$ cat src/verilog/lcd_cmd_pkg.sv
`default_nettype none
package lcd_cmd_pkg;
    // Field sizes of the serial frames, RAM depth and synchroniser width.
    localparam int ADDR_BITS = 6;
    localparam int NIB_BITS = 4;
    localparam int RAM_DEPTH = 32;
    localparam int SYNC_WIDTH = 4;

    // Mode identifiers, first bit sent in bit 2.
    localparam logic [2:0] ID_READ = 3'h6;
    localparam logic [2:0] ID_WRITE = 3'h5;
    localparam logic [2:0] ID_CMD = 3'h4;

    // Bit counts minus one for each frame field.
    localparam logic [3:0] CNT_ID_LAST = 4'h2;
    localparam logic [3:0] CNT_ADDR_LAST = 4'h5;
    localparam logic [3:0] CNT_NIB_LAST = 4'h3;
    localparam logic [3:0] CNT_CMD_LAST = 4'h8;
    localparam logic [1:0] RD_CNT_LAST = 2'h3;

    // Synchroniser reset: chip select and both strobes idle high, data low.
    localparam logic [SYNC_WIDTH-1:0] SYNC_RESET = 4'he;

    typedef enum logic [2:0] {
        ST_ID = 3'h0,
        ST_ADDR = 3'h1,
        ST_DATA = 3'h3,
        ST_CMD = 3'h2,
        ST_HALT = 3'h6
    } ser_state_t;

    typedef enum logic [1:0] {
        CLK_NONE = 2'h0,
        CLK_CRYSTAL = 2'h1,
        CLK_INTERNAL = 2'h2,
        CLK_EXTERNAL = 2'h3
    } clk_src_t;

    // Values after reset.
    localparam logic [2:0] RST_RATE = 3'h7;
    localparam logic [1:0] RST_COMMONS = 2'h0;
    localparam logic RST_BIAS_THIRD = 1'b0;
    localparam logic RST_LOW_PITCH = 1'b0;
endpackage
`default_nettype wire

$ cat src/verilog/lcd_pin_sync.sv
`timescale 1ns/1ps
`default_nettype none
module lcd_pin_sync #(
    parameter int WIDTH = lcd_cmd_pkg::SYNC_WIDTH,
    parameter logic [WIDTH-1:0] RESET_VALUE = lcd_cmd_pkg::SYNC_RESET
) (
    // Clock and reset.
    input wire logic clock_in,
    input wire logic resetn_in,
    // Pin levels in and out.
    input wire logic [WIDTH-1:0] async_in,
    output logic [WIDTH-1:0] sync_out
);
    logic [WIDTH-1:0] stage1_q;
    logic [WIDTH-1:0] stage2_q;

    always_ff @(posedge clock_in) begin
        if (!resetn_in) begin
            stage1_q <= RESET_VALUE;
            stage2_q <= RESET_VALUE;
        end else begin
            stage1_q <= async_in;
            stage2_q <= stage1_q;
        end
    end

    assign sync_out = stage2_q;
endmodule
`default_nettype wire

$ cat src/verilog/lcd_two_entry_buf.sv
`timescale 1ns/1ps
`default_nettype none
module lcd_two_entry_buf #(
    parameter int WIDTH = 9,
    parameter int DEPTH = 2
) (
    // Clock and reset.
    input wire logic clock_in,
    input wire logic resetn_in,
    // Filling side.
    input wire logic in_valid_in,
    output logic in_ready_out,
    input wire logic [WIDTH-1:0] in_data_in,
    // Draining side.
    output logic out_valid_out,
    input wire logic out_ready_in,
    output logic [WIDTH-1:0] out_data_out
);
    localparam int PTR_W = (DEPTH > 1) ? $clog2(DEPTH) : 1;
    localparam int CNT_W = $clog2(DEPTH + 1);

    logic [WIDTH-1:0] slot_q [DEPTH];
    logic [PTR_W-1:0] wr_ptr_q;
    logic [PTR_W-1:0] rd_ptr_q;
    logic [CNT_W-1:0] count_q;
    logic push;
    logic pop;

    function automatic logic [PTR_W-1:0] bump(input logic [PTR_W-1:0] ptr);
        if (int'(ptr) == DEPTH - 1) begin
            return '0;
        end
        return ptr + PTR_W'(1);
    endfunction

    assign in_ready_out = (int'(count_q) < DEPTH);
    assign out_valid_out = (count_q != '0);
    assign out_data_out = slot_q[rd_ptr_q];
    assign push = in_valid_in && in_ready_out;
    assign pop = out_valid_out && out_ready_in;

    always_ff @(posedge clock_in) begin
        if (push) begin
            slot_q[wr_ptr_q] <= in_data_in;
        end
    end

    always_ff @(posedge clock_in) begin
        if (!resetn_in) begin
            wr_ptr_q <= '0;
            rd_ptr_q <= '0;
            count_q <= '0;
        end else begin
            if (push) begin
                wr_ptr_q <= bump(wr_ptr_q);
            end
            if (pop) begin
                rd_ptr_q <= bump(rd_ptr_q);
            end
            if (push && !pop) begin
                count_q <= count_q + CNT_W'(1);
            end else if (pop && !push) begin
                count_q <= count_q - CNT_W'(1);
            end
        end
    end
endmodule
`default_nettype wire

$ cat src/verilog/lcd_cmd_decoder.sv
`timescale 1ns/1ps
`default_nettype none
module lcd_cmd_decoder #(
    parameter int RAM_DEPTH = lcd_cmd_pkg::RAM_DEPTH
) (
    // Clock and reset.
    input wire logic clock_in,
    input wire logic resetn_in,
    // Serial pins from the host.
    input wire logic select_n_in,
    input wire logic write_strobe_n_in,
    input wire logic read_strobe_n_in,
    input wire logic serial_data_in,
    output logic serial_data_out,
    output logic serial_data_oe_n_out,
    // Panel scan read port and RAM write back-pressure.
    input wire logic [$clog2(RAM_DEPTH)-1:0] scan_index_in,
    output logic [3:0] scan_nibble_out,
    input wire logic ram_write_stall_in,
    output logic write_ready_out,
    // Configuration state.
    output logic osc_on_out,
    output logic bias_on_out,
    output logic buzzer_on_out,
    output logic buzzer_low_pitch_out,
    output logic timebase_out_en_out,
    output logic watchdog_flag_en_out,
    output logic flag_pin_en_out,
    output logic bias_third_out,
    output logic test_mode_out,
    output logic [1:0] clock_src_out,
    output logic [1:0] commons_out,
    output logic [2:0] rate_sel_out,
    // One-cycle clear pulses.
    output logic timebase_clear_out,
    output logic watchdog_clear_out
);
    localparam int IDX_W = $clog2(RAM_DEPTH);
    localparam int AW = lcd_cmd_pkg::ADDR_BITS;

    logic [3:0] pins_s;
    logic prev_wr_q;
    logic prev_rd_q;
    logic cs_high;
    logic bit_s;
    logic wr_rise;
    logic rd_fall;
    lcd_cmd_pkg::ser_state_t state_q;
    logic [3:0] cnt_q;
    logic [7:0] shift_q;
    logic read_mode_q;
    logic [AW-1:0] addr_q;
    logic [3:0] wnib_q;
    logic [3:0] rnib_q;
    logic [1:0] rd_cnt_q;
    logic drive_q;
    logic data_q;
    logic [3:0] ram_q [RAM_DEPTH];
    logic [2:0] id_word;
    logic [AW-1:0] addr_word;
    logic [8:0] cmd_word;
    logic [3:0] nib_word;
    logic cmd_fire;
    logic nib_done;
    logic addr_done;
    logic rd_step;
    logic buf_valid;
    logic [IDX_W+3:0] buf_data;

    function automatic logic [IDX_W-1:0] ram_index(input logic [AW-1:0] a);
        return a[IDX_W-1:0];
    endfunction

    function automatic logic [AW-1:0] next_addr(input logic [AW-1:0] a);
        return a + AW'(1);
    endfunction

    // Every pin passes two flip-flops; edges are found on the synchronised copies only.
    lcd_pin_sync #(
        .WIDTH(lcd_cmd_pkg::SYNC_WIDTH),
        .RESET_VALUE(lcd_cmd_pkg::SYNC_RESET)
    ) u_sync (
        .clock_in(clock_in),
        .resetn_in(resetn_in),
        .async_in({select_n_in, write_strobe_n_in, read_strobe_n_in, serial_data_in}),
        .sync_out(pins_s)
    );

    always_ff @(posedge clock_in) begin
        if (!resetn_in) begin
            prev_wr_q <= 1'b1;
            prev_rd_q <= 1'b1;
        end else begin
            prev_wr_q <= pins_s[2];
            prev_rd_q <= pins_s[1];
        end
    end

    assign cs_high = pins_s[3];
    assign bit_s = pins_s[0];
    assign wr_rise = pins_s[2] && !prev_wr_q && !cs_high;
    assign rd_fall = !pins_s[1] && prev_rd_q && !cs_high;
    assign id_word = {shift_q[1:0], bit_s};
    assign addr_word = {shift_q[4:0], bit_s};
    assign cmd_word = {shift_q[7:0], bit_s};
    assign nib_word = {bit_s, wnib_q[3:1]};
    assign cmd_fire = wr_rise && state_q == lcd_cmd_pkg::ST_CMD && cnt_q == lcd_cmd_pkg::CNT_CMD_LAST;
    assign addr_done = wr_rise && state_q == lcd_cmd_pkg::ST_ADDR && cnt_q == lcd_cmd_pkg::CNT_ADDR_LAST;
    assign nib_done = wr_rise && state_q == lcd_cmd_pkg::ST_DATA && !read_mode_q
        && cnt_q == lcd_cmd_pkg::CNT_NIB_LAST;
    assign rd_step = rd_fall && state_q == lcd_cmd_pkg::ST_DATA;

    // Frame sequencer: identifier, then address and nibbles or a run of commands.
    always_ff @(posedge clock_in) begin
        if (!resetn_in || cs_high) begin
            state_q <= lcd_cmd_pkg::ST_ID;
            cnt_q <= 4'h0;
        end else if (wr_rise) begin
            cnt_q <= cnt_q + 4'h1;
            case (state_q)
                lcd_cmd_pkg::ST_ID: begin
                    if (cnt_q == lcd_cmd_pkg::CNT_ID_LAST) begin
                        cnt_q <= 4'h0;
                        if (id_word == lcd_cmd_pkg::ID_READ || id_word == lcd_cmd_pkg::ID_WRITE) begin
                            state_q <= lcd_cmd_pkg::ST_ADDR;
                        end else if (id_word == lcd_cmd_pkg::ID_CMD) begin
                            state_q <= lcd_cmd_pkg::ST_CMD;
                        end else begin
                            state_q <= lcd_cmd_pkg::ST_HALT;
                        end
                    end
                end
                lcd_cmd_pkg::ST_ADDR: begin
                    if (addr_done) begin
                        cnt_q <= 4'h0;
                        state_q <= lcd_cmd_pkg::ST_DATA;
                    end
                end
                lcd_cmd_pkg::ST_DATA: begin
                    if (cnt_q == lcd_cmd_pkg::CNT_NIB_LAST) begin
                        cnt_q <= 4'h0;
                    end
                end
                lcd_cmd_pkg::ST_CMD: begin
                    if (cmd_fire) begin
                        cnt_q <= 4'h0;
                    end
                end
                default: begin
                    cnt_q <= 4'h0;
                end
            endcase
        end
    end

    always_ff @(posedge clock_in) begin
        if (!resetn_in) begin
            shift_q <= 8'h00;
            read_mode_q <= 1'b0;
            wnib_q <= 4'h0;
        end else if (wr_rise) begin
            shift_q <= {shift_q[6:0], bit_s};
            if (state_q == lcd_cmd_pkg::ST_ID && cnt_q == lcd_cmd_pkg::CNT_ID_LAST) begin
                read_mode_q <= (id_word == lcd_cmd_pkg::ID_READ);
            end
            if (state_q == lcd_cmd_pkg::ST_DATA) begin
                wnib_q <= nib_word;
            end
        end
    end

    // Address pointer, loaded MSB first and advanced after each written nibble and, in read mode only, each read nibble.
    always_ff @(posedge clock_in) begin
        if (!resetn_in) begin
            addr_q <= '0;
        end else if (addr_done) begin
            addr_q <= addr_word;
        end else if (nib_done || (rd_step && read_mode_q && rd_cnt_q == lcd_cmd_pkg::RD_CNT_LAST)) begin
            addr_q <= next_addr(addr_q);
        end
    end

    // Outgoing nibble, shifted out bit 0 first on read strobe falls.
    always_ff @(posedge clock_in) begin
        if (!resetn_in || cs_high) begin
            rnib_q <= 4'h0;
            rd_cnt_q <= 2'h0;
            data_q <= 1'b0;
            drive_q <= 1'b0;
        end else begin
            if (addr_done) begin
                rnib_q <= ram_q[ram_index(addr_word)];
                rd_cnt_q <= 2'h0;
            end else if (nib_done) begin
                rnib_q <= ram_q[ram_index(next_addr(addr_q))];
                rd_cnt_q <= 2'h0;
            end else if (rd_step) begin
                rd_cnt_q <= rd_cnt_q + 2'h1;
                if (read_mode_q && rd_cnt_q == lcd_cmd_pkg::RD_CNT_LAST) begin
                    rnib_q <= ram_q[ram_index(next_addr(addr_q))];
                end else begin
                    rnib_q <= {1'b0, rnib_q[3:1]};
                end
            end
            if (rd_step) begin
                data_q <= rnib_q[0];
                drive_q <= 1'b1;
            end else if (wr_rise || state_q != lcd_cmd_pkg::ST_DATA) begin
                drive_q <= 1'b0;
            end
        end
    end

    assign serial_data_out = data_q;
    assign serial_data_oe_n_out = !drive_q;

    // Completed nibbles wait here while the panel scan holds the RAM write port.
    lcd_two_entry_buf #(
        .WIDTH(IDX_W + 4),
        .DEPTH(2)
    ) u_buf (
        .clock_in(clock_in),
        .resetn_in(resetn_in),
        .in_valid_in(nib_done),
        .in_ready_out(write_ready_out),
        .in_data_in({ram_index(addr_q), nib_word}),
        .out_valid_out(buf_valid),
        .out_ready_in(!ram_write_stall_in),
        .out_data_out(buf_data)
    );

    always_ff @(posedge clock_in) begin
        if (buf_valid && !ram_write_stall_in) begin
            ram_q[buf_data[IDX_W+3:4]] <= buf_data[3:0];
        end
    end

    always_ff @(posedge clock_in) begin
        scan_nibble_out <= ram_q[scan_index_in];
    end

    // Configuration commands; the final don't-care bit is never looked at.
    always_ff @(posedge clock_in) begin
        if (!resetn_in) begin
            osc_on_out <= 1'b0;
            bias_on_out <= 1'b0;
            buzzer_on_out <= 1'b0;
            clock_src_out <= lcd_cmd_pkg::CLK_INTERNAL;
            flag_pin_en_out <= 1'b0;
            rate_sel_out <= lcd_cmd_pkg::RST_RATE;
            test_mode_out <= 1'b0;
            timebase_out_en_out <= 1'b0;
            watchdog_flag_en_out <= 1'b0;
            bias_third_out <= lcd_cmd_pkg::RST_BIAS_THIRD;
            commons_out <= lcd_cmd_pkg::RST_COMMONS;
            buzzer_low_pitch_out <= lcd_cmd_pkg::RST_LOW_PITCH;
        end else if (cmd_fire) begin
            casez (cmd_word[8:1])
                8'b0000_0000: begin
                    // An external clock keeps running, so power down is refused then.
                    if (clock_src_out != lcd_cmd_pkg::CLK_EXTERNAL) begin
                        osc_on_out <= 1'b0;
                        bias_on_out <= 1'b0;
                    end
                end
                8'b0000_0001: osc_on_out <= 1'b1;
                8'b0000_0010: bias_on_out <= 1'b0;
                8'b0000_0011: bias_on_out <= 1'b1;
                8'b0000_0100: timebase_out_en_out <= 1'b0;
                8'b0000_0110: timebase_out_en_out <= 1'b1;
                8'b0000_0101: watchdog_flag_en_out <= 1'b0;
                8'b0000_0111: watchdog_flag_en_out <= 1'b1;
                8'b0000_1000: buzzer_on_out <= 1'b0;
                8'b0000_1001: buzzer_on_out <= 1'b1;
                8'b0001_01??: clock_src_out <= lcd_cmd_pkg::CLK_CRYSTAL;
                8'b0001_10??: clock_src_out <= lcd_cmd_pkg::CLK_INTERNAL;
                8'b0001_11??: clock_src_out <= lcd_cmd_pkg::CLK_EXTERNAL;
                8'b0010_????: begin
                    bias_third_out <= cmd_word[1];
                    if (cmd_word[4:3] != 2'h3) begin
                        commons_out <= cmd_word[4:3];
                    end
                end
                8'b010?_????: buzzer_low_pitch_out <= 1'b0;
                8'b011?_????: buzzer_low_pitch_out <= 1'b1;
                8'b100?_????: flag_pin_en_out <= cmd_word[4];
                8'b101?_????: rate_sel_out <= cmd_word[3:1];
                8'b1110_0000: test_mode_out <= 1'b1;
                8'b1110_0011: test_mode_out <= 1'b0;
                default: begin
                end
            endcase
        end
    end

    always_ff @(posedge clock_in) begin
        if (!resetn_in) begin
            timebase_clear_out <= 1'b0;
            watchdog_clear_out <= 1'b0;
        end else begin
            timebase_clear_out <= cmd_fire && cmd_word[8:3] == 6'h03;
            watchdog_clear_out <= cmd_fire && cmd_word[8:2] == 7'h07;
        end
    end
endmodule
`default_nettype wire

$ cat config.mk
export PLATFORM = sky130hd
export DESIGN_NAME = lcd_cmd_decoder
export DESIGN_NICKNAME = d
export VERILOG_FILES = /design/src/verilog/lcd_cmd_pkg.sv /design/src/verilog/lcd_pin_sync.sv /design/src/verilog/lcd_two_entry_buf.sv /design/src/verilog/lcd_cmd_decoder.sv
export SDC_FILE = /design/constraint.sdc
export NUM_CORES = 1
export LEC_CHECK = 0
export BUFFER_PORTS_ARGS = -buffer_cell sky130_fd_sc_hd__buf_2
export CAP_MARGIN = 20
export CORE_MARGIN = 5
export CORE_UTILIZATION = 40
export DETAILED_ROUTE_END_ITERATION = 6
export PLACE_DENSITY = 0.53
export REMOVE_ABC_BUFFERS = 1
export SYNTH_ARGS = -nofsm -noshare
export SYNTH_HDL_FRONTEND = slang
export SYNTH_HIERARCHICAL = 1
export SYNTH_SLANG_ARGS = --single-unit
$ cat constraint.sdc
create_clock -name clock_in -period 4.7 [get_ports clock_in]
set_input_delay 0.705 -clock clock_in [delete_from_list [all_inputs] [get_ports clock_in]]
set_output_delay 0.705 -clock clock_in [all_outputs]
set_load 0.005 [all_outputs]
* Yosys cells after proc, flatten, opt, wreduce, memory -nomap -nowiden
Memory sizes are Yosys's and may differ from the RTL's. A register that Yosys moved wholly into a read port is not among the register bits. Index checks and enable logic that the tools add are counted. W data, S select, Z words.
Word-level totals: logic and storage cells 191, memories kept 2, memory bits (writable) 146, register bits after elaboration 66, input bits 12
Memory list:
- ram_q | depth 32, width 4, rd ports 3, clocked after Yosys merged registers in 1, write ports 1, line lcd_cmd_decoder.sv:58 | logic [3:0] ram_q [RAM_DEPTH];
- u_buf.slot_q | depth 2, width 9, rd ports 1, clocked after Yosys merged registers in 1, write ports 1, line lcd_two_entry_buf.sv:22 | logic [WIDTH-1:0] slot_q [DEPTH];
Operators by class: eq/ne operators 38, $lt $le $gt $ge 1, $add $sub $neg 7, multiplexer cells 45, reductions and logical operators 67
Operators with widths (number):
- $eq A8 B3 Y1 const B | 4
- $mux W4 | 8
- $logic_and A1 B1 Y1 | 22
- $reduce_and A2 Y1 | 11
- $reduce_bool A2 Y1 | 11
- $mux W1 | 19
- $eq A6 B3 Y1 const B | 3
- $eq A8 B2 Y1 const B | 2
- $eq A8 B4 Y1 const B | 2
- $eq A8 B8 Y1 const B | 2
- $pmux W4 S4 | 1
- $eq A3 B3 Y1 const B | 5
- $eq A3 B2 Y1 const B | 4
- $eq A4 B2 Y1 const B | 3
- $mux W3 | 4
- $mux W6 | 2
- $pmux W1 S2 | 6
- $ne A2 B2 Y1 const B | 5
- $logic_not A1 Y1 | 9
- $reduce_and A3 Y1 | 3
- $reduce_bool A3 Y1 | 3
- $eq A8 B1 Y1 const B | 1
- $logic_not A8 Y1 | 1
- $eq A7 B3 Y1 const B | 1
- 20 further kinds | 26

* Logic depth before layout (Yosys ltp)
word-level depth 11, mapped depth 9, depth with buffers taken out 9

* By module
The synthesis kept the hierarchy.
By module, submodules not included:
- lcd_cmd_decoder | cells each 744, sequential area each 4964.8 um^2, instances 1, area an instance 9977.1 um^2
- lcd_two_entry_buf | cells each 51, sequential area each 640.6 um^2, instances 1, area an instance 872.1 um^2
- lcd_pin_sync | cells each 16, sequential area each 160.2 um^2, instances 1, area an instance 210.2 um^2

* Worst setup path before layout
OpenSTA, ideal clock, no wires.
path type input -> register, start point in scan_index_in[0], end point reg scan_nibble_out[0] (read register of ram_q), path slack 2.324 ns, stages on the path 5, arrival 2.255 ns, path buffers 2, required time 4.579 ns, cells stage by stage buf_2 -> buf_6 -> mux4_2 -> mux4_2 -> mux2_2
RTL lines:
- start, declared | line lcd_cmd_decoder.sv:17 | input wire logic [$clog2(RAM_DEPTH)-1:0] scan_index_in,
- end, declared | line lcd_cmd_decoder.sv:18 | output logic [3:0] scan_nibble_out,

* Worst setup path after layout
start point reg addr_q[1], end point reg rnib_q[0]
Between the ends: cells in the longest elaborated chain, start to end 6
Ends and longest elaborated chain:
- start, declared | line lcd_cmd_decoder.sv:52 | logic [AW-1:0] addr_q;
- start signal, assigned | line lcd_cmd_decoder.sv:177 | addr_q <= addr_word;
- start signal, assigned | line lcd_cmd_decoder.sv:179 | addr_q <= next_addr(addr_q);
- $add A6 B1 Y6 (*) | line lcd_cmd_decoder.sv:75 | return a + AW'(1);
- $mem_v2 Z32 W4 (*)
- $mux W4 | line lcd_cmd_decoder.sv:199 | if (read_mode_q && rd_cnt_q == lcd_cmd_pkg::RD_CNT_LAST) begin
- $mux W4 | line lcd_cmd_decoder.sv:197 | end else if (rd_step) begin
- $mux W4 (*) | line lcd_cmd_decoder.sv:194 | end else if (nib_done) begin
- $mux W4 (*) | line lcd_cmd_decoder.sv:191 | if (addr_done) begin
- end signal, assigned | line lcd_cmd_decoder.sv:192 | rnib_q <= ram_q[ram_index(addr_word)];
- end signal, assigned | line lcd_cmd_decoder.sv:195 | rnib_q <= ram_q[ram_index(next_addr(addr_q))];
- end signal, assigned | line lcd_cmd_decoder.sv:200 | rnib_q <= ram_q[ram_index(next_addr(addr_q))];
- end, declared | line lcd_cmd_decoder.sv:54 | logic [3:0] rnib_q;
Mark *: on every way between the ends. The rest lies on a longest branch, timed or not. The select of a mux whose other input is x is not followed. A chain may end at the register's enable or synchronous reset.

==> results.cfg <==
[detailed_routing]
vias_per_cell = 5.96
drt_wl_total_um = 30300
vias = 7247
route.detailed.drc = 0
drtPass1Iterations = 6
drtIter0Drc = 755
final_antenna_net_count = 0
routedWlPerCell_um = 24.9

[worst_setup_path]
critPathMaxFanout = 22
required_ps = 5100
crit_path_top_delay_cell = xor2_4
cp-end-kind = flip-flop
slowest_delay_ps = 770
rr_worst_depth = 6
critical_path_class = flip-flop to flip-flop
critPathTopFamily = compound AO/OA/AOI/OAI gates
cp-start-kind = flip-flop
cp_data_arrival_time_ps = 3430
path_cells = ha_2 > xor2_4 > mux2i_1 > a222oi_1 > o21ai_1 > a2111oi_1
cp.depth = 6
critPathBufInv = 0

[final_layout]
drive_gt1_share_pct = 23.6
fin_cells = 1215
area_growth_pct = 10.5
n_antenna_cell = 0
mostFrequentLayoutCells = edfxtp_1 (146), mux4_2 (79), dfxtp_1 (68)
fillers = 2434
final_area_sq_um = 12200
fin_nets = 843
final_common_cell = edfxtp_1

[floorplan]
design.core.area_sq_um = 27100
die_height_um = 176
start_util_pct = 40.8
rows = 60
die_w_um = 176
dieArea_sq_um = 31100
ioPinCount = 37

[logic_synthesis]
ys_async_sr_fraction_pct = 0
synth_area_sq_um = 11100
yosys-top-cells-area = edfxtp_1 (40%), mux4_2 (16%), dfxtp_1 (12%)
ys_seq_area_share_pct = 52.1
ys_warn_count = 6
postSynthAreaPerCell_sq_um = 13.6
synth_top_area_share_pct = 39.6
yosys_most_used_dff = edfxtp_1
synthCells = 811
synthDistinctLibCells = 62
synth_seq_cells = 215
synth_edf_count = 146
yosys.area.top_type = edfxtp_1

[timing]
hold_slack_ps = 373
rsz0062_at_grt = no
min_period_ps = 3030
tightest_slew_ps = 963
hold_viol = 0
fin_crit_sh_pct = 64.5
maxSlewHeadroom_pct = 35.7
max_freq_ghz = 0.330
final.setup_skew_ps = 10.4
setup_tns_ps = 0
setup-violations-final = 0
drv_slew = 0

[power]
p_int_mw = 3.17
max-vdd-ir-drop_v = 0.000222
swShare_pct = 20.9
combPwrFrac_pct = 2.9
clockPowerShare_pct = 46.8
p_seq_share_pct = 50.3
power.density_nw_per_um2 = 328
p_switching_mw = 0.836
finalPower_mw = 4.01
p_leak_nw = 3.84

[clock_network]
htree_levels = 1
hold_buffers = 0
insertion_delay_ps = 520
cts_tree = done
cts-root-buf = clkbuf_16
cts_resized = 0
cts_sinks = 215
clkTransAtPathRegs_ps = 60
numCtsBuffers = 25
clock_path_buffers = 3
cts_setup_buffers = 0

[placed_design]
io_buffers = 36
dp_hpwl_um = 20700
globalplace.congestion = 0.883
placed_cell_area_sq_um = 11400
dpl.cell_count = 1168

[global_route]
gr-usage-all-layers_pct = 19.3
grt_max_degree = 51
grt-ovfl-total = 0
grt_pass1_vias = 7292
antenna_found_initial = 0
grt_pass1_wl_um = 46000

[hold_path]
holdPathStages = 2
hp-class = input port to flip-flop

[run]
drv_cap = 0

[status]
status = finished clean
==> power by group through the flow <==
| stage | logic, mW | clock network [mW] | registers (mW) |
|---|---|---|---|
| after floorplan | 0.0690 | 0 | 2.05 |
| after global placement | 0.110 | 0 | 2.06 |
| after detailed placement | 0.114 | 0 | 2.06 |
| after CTS | 0.115 | 1.92 | 2.02 |
| after global routing | 0.124 | 1.99 | 2.02 |
| final | 0.116 | 1.87 | 2.02 |
==> worst register-to-register path, stage by stage (launching register included) <==
cell       delay, ps
dfxtp_1          470
ha_2             370
xor2_4           770
mux2i_1          360
a222oi_1         420
o21ai_1          140
a2111oi_1        390
==> per-stage QoR <==
stage                     setup WS (ps)  util [%]
after global placement             1660      42.1
final                              1670      45.1
after detailed placement           1570      42.1
after CTS                          1670      45.0
after global routing               1480      45.1
after floorplan                    1040         -
==> final cells by class <==
cell class / count / area (sq um) / share of cell area, %
clock buffers: 35 / 663 / 5.43
clock inverters: 11 / 119 / 0.973
inverters: 10 / 37.5 / 0.307
multi-input cells: 528 / 4910 / 40.2
flip-flops and latches: 215 / 5770 / 47.2
well taps: 372 / 465 / 3.81
repair buffers: 44 / 253 / 2.07
==> cells in the mapped netlist (all sizes together) (10+ instances only) <==
cell	instances
nand2	53
nand3	19
o22ai	27
a21oi	18
clkbuf	22
mux4	79
edfxtp	146
mux2i	61
nand2b	17
nor2	51
buf	36
inv	10
o21ai	25
dfxtp	69
mux2	31
nor2b	13
a21boi	17
==> routing by layer <==
layer  track usage [%]  vias to the layer above  wire length [um]
li1                  -                     3189                 -
met1              25.9                     3660             12700
met2              32.1                      335             14600
met3              3.28                       63              1830
met4              6.40                        0              1170
met5                 0                        -                 0
==> final timing paths <==
path | endpoint | from | slack (ps)
min reg2reg | u_sync/sync_out[1] | u_sync/stage1_q[1] | 410
max reg2reg | rnib_q[0] | addr_q[1] | 1670
max | rnib_q[0] | addr_q[1] | 1670
min | u_sync/stage1_q[3] | select_n_in | 370
==> registers in the layout (all words and copies together), names as in the netlist, 3 cells and up, named ones only <==
signal	flops
scan_nibble_out	4
u_sync/sync_out	4
ram_q	128
wnib_q	3
addr_q	5
shift_q	8
rate_sel_out	3
cnt_q	4
u_sync/stage1_q	4
u_buf/slot_q	18
state_q	3
rnib_q	4
==> cells by family (layout without fill, tap and decap cells) <==
| family | count (synthesis) | after routing | synth area share [%] |
|---|---|---|---|
| AO/OA/AOI/OAI | 117 | 117 | 7.05 |
| XOR/XNOR | 14 | 14 | 1.28 |
| adder cells (fa/ha/maj) | 7 | 7 | 0.792 |
| buffers and inverters | 68 | 100 | 3.48 |
| flip-flops | 215 | 215 | 52.1 |
| multiplexers | 171 | 171 | 24.8 |
| AND/OR/NAND/NOR | 219 | 219 | 10.5 |
(Power assumes the default switching activity.)
